**src/logic/jlx_map.vh**
```
// Opcode, field and exception constants for the jump and load execute block
`ifndef JLX_MAP_VH
`define JLX_MAP_VH
`define JLX_OP_SPECIAL      6'h00
`define JLX_OP_REGION_JUMP  6'h02
`define JLX_OP_REGION_CALL  6'h03
`define JLX_OP_LOAD_SBYTE   6'h20
`define JLX_OP_LOAD_UBYTE   6'h24
`define JLX_OP_LOAD_DWORD   6'h37
`define JLX_FN_REG_JUMP     6'h08
`define JLX_FN_REG_CALL     6'h09
`define JLX_FN_WRAP_DSUB    6'h2F
`define JLX_LINK_REG        5'h1F
`define JLX_LINK_OFFSET     32'h0000_0008
`define JLX_REGION_LSB      28
`define JLX_EXC_NONE        2'h0
`define JLX_EXC_REFILL      2'h1
`define JLX_EXC_INVALID     2'h2
`define JLX_EXC_ADDR        2'h3
`endif

```
**src/logic/jlx_lane_sel.v**
```verilog
// Byte-lane steering of a fetched quadword for byte and doubleword loads
`timescale 1ns/1ns
`include "jlx_map.vh"
module jlx_lane_sel (
    quad,
    vaddr_lo,
    big_flag,
    is_dword,
    is_signed,
    result
);
    input  wire [127:0] quad;
    input  wire [3:0]   vaddr_lo;
    input  wire         big_flag;
    input  wire         is_dword;
    input  wire         is_signed;
    output reg  [63:0]  result;

    wire [3:0] byte_idx;
    wire       half_sel;
    reg  [7:0] byte_val;

    // Byte lane flips all four bits under big-endian order
    assign byte_idx = vaddr_lo ^ {4{big_flag}};
    // Doubleword half flips only on bit three
    assign half_sel = vaddr_lo[3] ^ big_flag;

    // Extension chosen by load kind
    always @* begin
        byte_val = quad[byte_idx*8 +: 8];
        if (is_dword) begin
            result = half_sel ? quad[127:64] : quad[63:0];
        end else if (is_signed) begin
            result = {{56{byte_val[7]}}, byte_val};
        end else begin
            result = {56'h0, byte_val};
        end
    end
endmodule

```
**src/logic/jlx_target_gen.v**
```verilog
// Jump target and link value formation
`timescale 1ns/1ns
`include "jlx_map.vh"
module jlx_target_gen (
    pc,
    instr_index,
    src_val,
    use_reg,
    target,
    link_val
);
    input  wire [31:0] pc;
    input  wire [25:0] instr_index;
    input  wire [31:0] src_val;
    input  wire        use_reg;
    output wire [31:0] target;
    output wire [63:0] link_val;

    wire [31:0] slot_pc;
    wire [31:0] region_tgt;

    // Upper bits come from the slot, so the last word of a region
    // lands in the next region
    assign slot_pc    = pc + 32'h0000_0004;
    assign region_tgt = {slot_pc[31:`JLX_REGION_LSB], instr_index, 2'h0};
    // Register form uses the low word of the source only
    assign target     = use_reg ? src_val : region_tgt;
    // Link is the second instruction after the jump
    assign link_val   = {32'h0, pc + `JLX_LINK_OFFSET};
endmodule

```
**src/logic/jlx_exec.v**
```verilog
// Execute stage for jumps, calls, byte and doubleword loads, wrapping subtract
`timescale 1ns/1ns
`include "jlx_map.vh"

// Overview of operation
// - Region target: index shifted, slot upper bits
// - Delay slot executes before control transfers
// - Last region word jumps into next region
// - Region call links register 31 with PC+8
// - Register call links rd, jumps captured source
// - Omitted destination encodes register 31
// - Misaligned register target faults at fetch
// - Register jump uses low source word later
// - Signed byte load sign-extends to 64
// - Unsigned byte load zero-extends to 64
// - Address is offset plus base low word
// - Misaligned doubleword faults before memory access
// - Loads raise only refill, invalid, address error
// - Byte lane XOR with replicated order flag
// - Doubleword picks half by bit three
// - Wrapping subtract never signals overflow
module jlx_exec (
    clk,
    rst_n,
    byte_order_big_flag,
    instr_valid,
    instr,
    instr_pc,
    rs_val,
    rt_val,
    fetch_pc,
    fetch_valid,
    fetch_addr_err,
    redirect,
    redirect_pc,
    wb_en,
    wb_reg,
    wb_data,
    mem_req,
    mem_vaddr,
    mem_paddr_lo,
    mem_dword,
    xlat_refill,
    xlat_invalid,
    mem_paddr_in,
    mem_ack,
    mem_quad,
    busy,
    exc_valid,
    exc_code
);
    input  wire         clk;
    input  wire         rst_n;
    input  wire         byte_order_big_flag;
    input  wire         instr_valid;
    input  wire [31:0]  instr;
    input  wire [31:0]  instr_pc;
    input  wire [63:0]  rs_val;
    input  wire [63:0]  rt_val;
    input  wire [31:0]  fetch_pc;
    input  wire         fetch_valid;
    output wire         fetch_addr_err;
    output reg          redirect;
    output reg  [31:0]  redirect_pc;
    output reg          wb_en;
    output reg  [4:0]   wb_reg;
    output reg  [63:0]  wb_data;
    output wire         mem_req;
    output reg  [31:0]  mem_vaddr;
    output wire [3:0]   mem_paddr_lo;
    output reg          mem_dword;
    input  wire         xlat_refill;
    input  wire         xlat_invalid;
    input  wire [3:0]   mem_paddr_in;
    input  wire         mem_ack;
    input  wire [127:0] mem_quad;
    output wire         busy;
    output reg          exc_valid;
    output reg  [1:0]   exc_code;

    // Load sequencer states
    localparam [2:0] ST_IDLE = 3'b001;
    localparam [2:0] ST_MEM  = 3'b010;
    localparam [2:0] ST_DONE = 3'b100;

    wire [5:0]  op;
    wire [5:0]  fn;
    wire [4:0]  rd_f;
    wire [4:0]  rt_f;
    wire        is_rjump;
    wire        is_rcall;
    wire        is_reg_jump;
    wire        is_reg_call;
    wire        is_dsub;
    wire        is_load;
    wire        is_jump;
    wire [31:0] ea;
    wire [31:0] tgt;
    wire [63:0] link_val;
    wire [63:0] load_res;
    wire        ins_wb;
    wire        ld_ret;

    reg  [2:0]  state_r;
    reg  [2:0]  state_nxt;
    reg         pend_r;
    reg  [31:0] pend_pc_r;
    reg  [4:0]  ld_reg_r;
    reg         ld_signed_r;
    reg         order_r;
    reg         order_s1_r;
    reg         park_r;
    reg  [4:0]  park_reg_r;
    reg  [63:0] park_data_r;

    // Field extraction
    assign op   = instr[31:26];
    assign fn   = instr[5:0];
    assign rd_f = instr[15:11];
    assign rt_f = instr[20:16];

    // Decode of the handled instruction set
    assign is_rjump    = instr_valid && op == `JLX_OP_REGION_JUMP;
    assign is_rcall    = instr_valid && op == `JLX_OP_REGION_CALL;
    assign is_reg_jump = instr_valid && op == `JLX_OP_SPECIAL
                         && fn == `JLX_FN_REG_JUMP;
    assign is_reg_call = instr_valid && op == `JLX_OP_SPECIAL
                         && fn == `JLX_FN_REG_CALL;
    assign is_dsub     = instr_valid && op == `JLX_OP_SPECIAL
                         && fn == `JLX_FN_WRAP_DSUB;
    assign is_load     = instr_valid && state_r == ST_IDLE
                         && (op == `JLX_OP_LOAD_SBYTE
                         || op == `JLX_OP_LOAD_UBYTE
                         || op == `JLX_OP_LOAD_DWORD);
    assign is_jump     = is_rjump | is_rcall | is_reg_jump | is_reg_call;

    // Effective address uses the low base word only
    assign ea = {{16{instr[15]}}, instr[15:0]} + rs_val[31:0];

    jlx_target_gen u_tgt (
        .pc          (instr_pc),
        .instr_index (instr[25:0]),
        .src_val     (rs_val[31:0]),
        .use_reg     (is_reg_jump | is_reg_call),
        .target      (tgt),
        .link_val    (link_val)
    );

    jlx_lane_sel u_lane (
        .quad      (mem_quad),
        .vaddr_lo  (mem_vaddr[3:0]),
        .big_flag  (order_r),
        .is_dword  (mem_dword),
        .is_signed (ld_signed_r),
        .result    (load_res)
    );

    // Byte order pin is held static, still synchronised for safety
    always @(posedge clk or negedge rst_n) begin
        if (!rst_n) begin
            order_s1_r <= 1'b0;
            order_r    <= 1'b0;
        end else begin
            order_s1_r <= byte_order_big_flag;
            order_r    <= order_s1_r;
        end
    end

    // Fault belongs to the fetch of the target, not the jump itself
    assign fetch_addr_err = fetch_valid && fetch_pc[1:0] != 2'h0;

    // Physical lane bits get the same order flip as virtual ones
    assign mem_paddr_lo = mem_paddr_in ^ {4{order_r}};
    assign mem_req      = state_r == ST_MEM;
    assign busy         = state_r != ST_IDLE;

    // Instruction results own the write port; a load answer that meets
    // one is parked until a free port cycle instead of being dropped
    assign ins_wb = is_rcall | is_reg_call | is_dsub;
    assign ld_ret = state_r == ST_MEM && mem_ack
                    && !xlat_refill && !xlat_invalid;

    // Load sequencer next state
    always @* begin
        state_nxt = state_r;
        case (state_r)
            ST_IDLE: begin
                if (is_load && !(op == `JLX_OP_LOAD_DWORD
                    && ea[2:0] != 3'h0)) begin
                    state_nxt = ST_MEM;
                end
            end
            ST_MEM: begin
                if (xlat_refill || xlat_invalid || mem_ack) begin
                    state_nxt = ST_DONE;
                end
            end
            ST_DONE: begin
                // Stay busy until a parked result is written
                if (!park_r) begin
                    state_nxt = ST_IDLE;
                end
            end
            default: begin
                state_nxt = ST_IDLE;
            end
        endcase
    end

    // Jump target held for one instruction so the slot runs first
    always @(posedge clk or negedge rst_n) begin
        if (!rst_n) begin
            pend_r      <= 1'b0;
            pend_pc_r   <= 32'h0;
            redirect    <= 1'b0;
            redirect_pc <= 32'h0;
        end else begin
            redirect <= 1'b0;
            if (is_jump && !pend_r) begin
                pend_r    <= 1'b1;
                pend_pc_r <= tgt;
            end else if (pend_r && instr_valid) begin
                pend_r      <= 1'b0;
                redirect    <= 1'b1;
                redirect_pc <= pend_pc_r;
            end
        end
    end

    // Writeback, load tracking and exceptions
    always @(posedge clk or negedge rst_n) begin
        if (!rst_n) begin
            state_r     <= ST_IDLE;
            wb_en       <= 1'b0;
            wb_reg      <= 5'h0;
            wb_data     <= 64'h0;
            mem_vaddr   <= 32'h0;
            mem_dword   <= 1'b0;
            ld_reg_r    <= 5'h0;
            ld_signed_r <= 1'b0;
            exc_valid   <= 1'b0;
            exc_code    <= `JLX_EXC_NONE;
            park_r      <= 1'b0;
            park_reg_r  <= 5'h0;
            park_data_r <= 64'h0;
        end else begin
            state_r   <= state_nxt;
            wb_en     <= 1'b0;
            exc_valid <= 1'b0;
            if (is_rcall) begin
                wb_en   <= 1'b1;
                wb_reg  <= `JLX_LINK_REG;
                wb_data <= link_val;
            end else if (is_reg_call) begin
                // Assembler encodes 31 when destination is omitted
                wb_en   <= 1'b1;
                wb_reg  <= rd_f;
                wb_data <= link_val;
            end else if (is_dsub) begin
                // Modulo result, overflow never checked
                wb_en   <= 1'b1;
                wb_reg  <= rd_f;
                wb_data <= rs_val - rt_val;
            end else if (park_r) begin
                wb_en   <= 1'b1;
                wb_reg  <= park_reg_r;
                wb_data <= park_data_r;
            end else if (ld_ret) begin
                wb_en   <= 1'b1;
                wb_reg  <= ld_reg_r;
                wb_data <= load_res;
            end
            // Parked answer leaves on the first free port cycle
            if (park_r && !ins_wb) begin
                park_r <= 1'b0;
            end else if (ld_ret && ins_wb) begin
                park_r      <= 1'b1;
                park_reg_r  <= ld_reg_r;
                park_data_r <= load_res;
            end
            // Load issue and alignment check
            if (is_load) begin
                mem_vaddr   <= ea;
                mem_dword   <= op == `JLX_OP_LOAD_DWORD;
                ld_reg_r    <= rt_f;
                ld_signed_r <= op == `JLX_OP_LOAD_SBYTE;
                if (op == `JLX_OP_LOAD_DWORD && ea[2:0] != 3'h0) begin
                    exc_valid <= 1'b1;
                    exc_code  <= `JLX_EXC_ADDR;
                end
            end
            // Translation faults cancel the write; only two kinds, refill and invalid
            if (state_r == ST_MEM) begin
                if (xlat_refill) begin
                    exc_valid <= 1'b1;
                    exc_code  <= `JLX_EXC_REFILL;
                end else if (xlat_invalid) begin
                    exc_valid <= 1'b1;
                    exc_code  <= `JLX_EXC_INVALID;
                end
            end
        end
    end
endmodule

```
**config.mk**
```make
export PLATFORM = sky130hd
export DESIGN_NAME = jlx_exec
export DESIGN_NICKNAME = d
export VERILOG_FILES = /design/src/logic/jlx_lane_sel.v /design/src/logic/jlx_target_gen.v /design/src/logic/jlx_exec.v
export VERILOG_INCLUDE_DIRS = /design/src /design/src/logic
export SDC_FILE = /design/constraint.sdc
export NUM_CORES = 1
export LEC_CHECK = 0
export ABC_CLOCK_PERIOD_IN_PS = 3000
export BUFFER_PORTS_ARGS = -buffer_cell sky130_fd_sc_hd__buf_2
export CAP_MARGIN = 5
export CELL_PAD_IN_SITES_DETAIL_PLACEMENT = 1
export CELL_PAD_IN_SITES_GLOBAL_PLACEMENT = 1
export CORE_MARGIN = 1.5
export CORE_UTILIZATION = 36
export DETAILED_ROUTE_END_ITERATION = 10
export GPL_TIMING_DRIVEN = 0
export PLACE_DENSITY_LB_ADDON = 0.1
export SLEW_MARGIN = 20
export SYNTH_ARGS = -nofsm -noshare
export SYNTH_HDL_FRONTEND = slang
export SYNTH_SLANG_ARGS = --single-unit
```
**constraint.sdc**
```tcl
create_clock -name clk -period 3 [get_ports clk]
set_input_delay 0.3 -clock clk [delete_from_list [all_inputs] [get_ports clk]]
set_output_delay 0.3 -clock clk [all_outputs]
set_load 0.05 [all_outputs]
```
==> flow_summary.toml <==
[yosys]
synth_ff_type = "dfrtp_1"
synth.distinct_cells = 87
synth_nets = 2780
syn_inst = 2319
yosys-top-cells-area = "dfrtp_1 33%, nand2_1 9.3%, o21ai_0 6.4%"
synth-seq-area-share_pct = 33.1
synthArstFlopShare_pct = 100
synth-edff-count = 0
avgSynthCellArea_um2 = 8.25
yosysTopAreaCell = "dfrtp_1"
yosysWarningCount = 0
synthesis.area_um2 = 19100
yosysTopAreaCellShare_pct = 32.9
synth-seq-cells = 253

[finish]
final_cells = 3589
layout_common_cells = "492 x buf_2, 464 x nand2_1, 250 x dfrtp_1"
final_nets = 3341
fillers = 6438
top_regs = "park_data_r (64), wb_data (64)"
drive_gt1_share_pct = 27.5
syn2layout_area_growth_pct = 28.1
layout_commonest_cell = "buf_2"

[setup_path]
end_kind = "flip-flop"
worst-setup-path-type = "flip-flop to flip-flop"
slowest_delay_ns = 0.39
reg2reg_slack_ns = -0.02
cpMaxStageDelayCell = "dfrtp_2"
cpLargestDelayFamily = "compound AO/OA/AOI/OAI gates"
rr_worst_depth = 11
cp_max_fo = 9
path_cells = "buf_12 -> mux2_2 -> a221o_1 -> a311oi_2 -> o32a_1 -> nor2_1 -> a211oi_2 -> a31oi_2 -> mux2i_2 -> nand2_1 -> a221o_1"
required_ns = 3.48
reg2reg_to = "wb_data[7]$_DFFE_PN0P_"
crit_top_cell = "a221o_1"
crit_buf_inv = 1
start_kind = "flip-flop"
crit_arrival_ns = 3.50
rr_startpoint = "mem_vaddr[1]$_DFFE_PN0P_"

[global_routing]
grt_pass1_wl_um = 132000
antenna_found_initial = 5
grt_pass1_vias = 20900
gr-total-overflow = 0
grt_use_total_pct = 32.1
grt_start_max_net_pins = 94

[routing]
wl_um = 89700
wire_per_inst_um = 25.0
ant_nets = 0
drc = 0
dr_total_vias = 20300
drt-vias-per-instance = 5.66
drtIter0Drc = 1211
drtPass1Iterations = 5

[clock_network]
numCtsBuffers = 30
clkSinkCount = 253
clk_pin_slew_worst_paths_ns = 0.06
clock_latency_ns = 0.61
h-tree-depth = 1
cts.path.max_buffers = 3
cts_tree = "done"
cts_root_buf = "clkbuf_16"

[sta]
clock.fmax_mhz = 331
finalHoldViolCount = 0
setup_viol = 3
worst_slew_pin_slew_ns = 1.14
skew_ns = 0.0352
finalWorstPathRequiredPeriod_ns = 3.02
rsz0062_at_grt = "true"
slew_viol_final = 0
period_share_pct = 101
relSlewSlack_pct = 23.7
setup_slack_ns = -0.0201

[power]
clkPwrFrac_pct = 28.0
p_per_area_nw_per_um2 = 538
pwr-share-comb_pct = 41.6
power.total_w = 0.0132
p_leak_nw = 11.6
p_sw_share_pct = 39.9
ir_drop_uv = 450
internal_power_w = 0.00792
power_switching_w = 0.00526
p_seq_share_pct = 30.4

[placed_design]
dpl_worst_slack_ns = -0.937
dp_hpwl_um = 72500
post-place-cells = 3489
place.gp.congestion = 0.942
port_buffers = 479

[worst_hold_path]
min_path_type = "input port to flip-flop"
hold_start = "instr[23]"
hold_path_end = "pend_pc_r[25]$_DFFE_PN0P_"
holdPathStages = 3

[die]
rows = 84
die_h_um = 234
num_io_pins = 510
die_area_um2 = 54600
initial_utilization_pct = 36.4
die_w_um = 234
core_um2 = 52600

[status]
status = "finished with violations"
violations = "setup timing"

[flow_run]
maxCapViolCount = 0
[synthesized netlist by cell type (21+ instances only)]
cell type    n
clkbuf_1   107
xor2_1      68
nand2_1    474
nor3_1      21
mux2_2      43
nand4_1     27
mux2i_1     25
a21o_1      65
inv_1       94
o21ai_0    245
nor2_1      95
mux4_2      41
dfrtp_1    252
ha_1        95
a21oi_1    167
nand3_1     95
o211ai_1    27
xnor2_1     59
[final cells by class]
cell class              instances  area (um^2)  share of cell area, %
inverters                      95          357                   1.45
clock inverters                 6         86.3                  0.352
clock buffers                  45          868                   3.54
flip-flops and latches        253         6340                   25.9
diodes                          2         5.00                 0.0204
multi-input cells            1827        12300                   50.2
well taps                     688          861                   3.51
plain buffers                 141          726                   2.96
repair buffers                532         2960                   12.1
[kinds of logic after synthesis]
logic type | after synthesis | share of synthesized area [%]
AND/OR/NAND/NOR | 799 | 18.2
buffers and inverters | 239 | 5.01
flip-flops | 253 | 33.1
XOR/XNOR | 128 | 5.96
multiplexers | 110 | 8.80
AO/OA/AOI/OAI | 693 | 22.5
adder cells (fa/ha/maj) | 97 | 6.42
[power by group through the flow]
| stage | registers, W | clock network (W) | logic, W |
|---|---|---|---|
| floorplan | 0.00492 | 0 | 0.00239 |
| global placement | 0.00402 | 0 | 0.00488 |
| detailed placement | 0.00404 | 0 | 0.00496 |
| CTS | 0.00399 | 0.00375 | 0.00514 |
| global route | 0.00405 | 0.00386 | 0.00586 |
| finish | 0.00401 | 0.00369 | 0.00548 |
[through the flow]
| stage | area, um^2 | setup TNS (ns) | util (%) | hold WS, ns |
|---|---|---|---|---|
| 5_1_grt | 24500 | -2.15 | 46.6 | 0.0306 |
| 4_1_cts | 23900 | -0.0451 | 45.4 | 0.00400 |
| 2_1_floorplan | 19100 | -0.124 | - | 0.00441 |
| 3_5_place_dp | 22500 | -94.13 | 42.8 | 0.336 |
| 6_report | 24500 | -0.0350 | 46.6 | 0.0246 |
| 3_3_place_gp | 22400 | -947.11 | 42.6 | 0.333 |
[worst max path at each step]
stage	slack [ns]	startpoint	cells after the start	endpoint
final	-0.02	mem_vaddr[1]$_DFFE_PN0P_	11	wb_data[7]$_DFFE_PN0P_
after floorplan	-0.12	rs_val[0]	14	wb_data[28]$_DFFE_PN0P_
after global routing	-0.13	order_r$_DFF_PN0_	13	wb_data[31]$_DFFE_PN0P_
after detailed placement	-0.94	instr[0]	15	mem_vaddr[30]$_DFFE_PN0P_
after CTS	-0.02	mem_vaddr[1]$_DFFE_PN0P_	13	wb_data[23]$_DFFE_PN0P_
after global placement	-3.73	rst_n	1	mem_vaddr[1]$_DFFE_PN0P_
[what timing repair did]
| action | CTS | global route |
|---|---|---|
| endpoints found under the setup margin | 113 | 146 |
| buffers inserted | 9 | 23 |
| hold buffers | 13 | 0 |
| pin swaps | 20 | 41 |
| endpoints found under the hold margin | 93 | 0 |
| gates resized for setup | 66 | 135 |
| cloned | 0 | 5 |
[worst register-to-register path, cell delays in order (launching register included)]
cell and delay (ns):
dfrtp_2 0.39, buf_12 0.14, mux2_2 0.34, a221o_1 0.38
a311oi_2 0.22, o32a_1 0.31, nor2_1 0.08, a211oi_2 0.19
a31oi_2 0.11, mux2i_2 0.32, nand2_1 0.11, a221o_1 0.31
[layer usage]
metal	GRT usage (%)	routed length, um
met1	41.0	38100
met2	56.1	43700
met3	3.10	4120
met4	11.6	3760
met5	0	31
(Power assumes the default switching activity.)
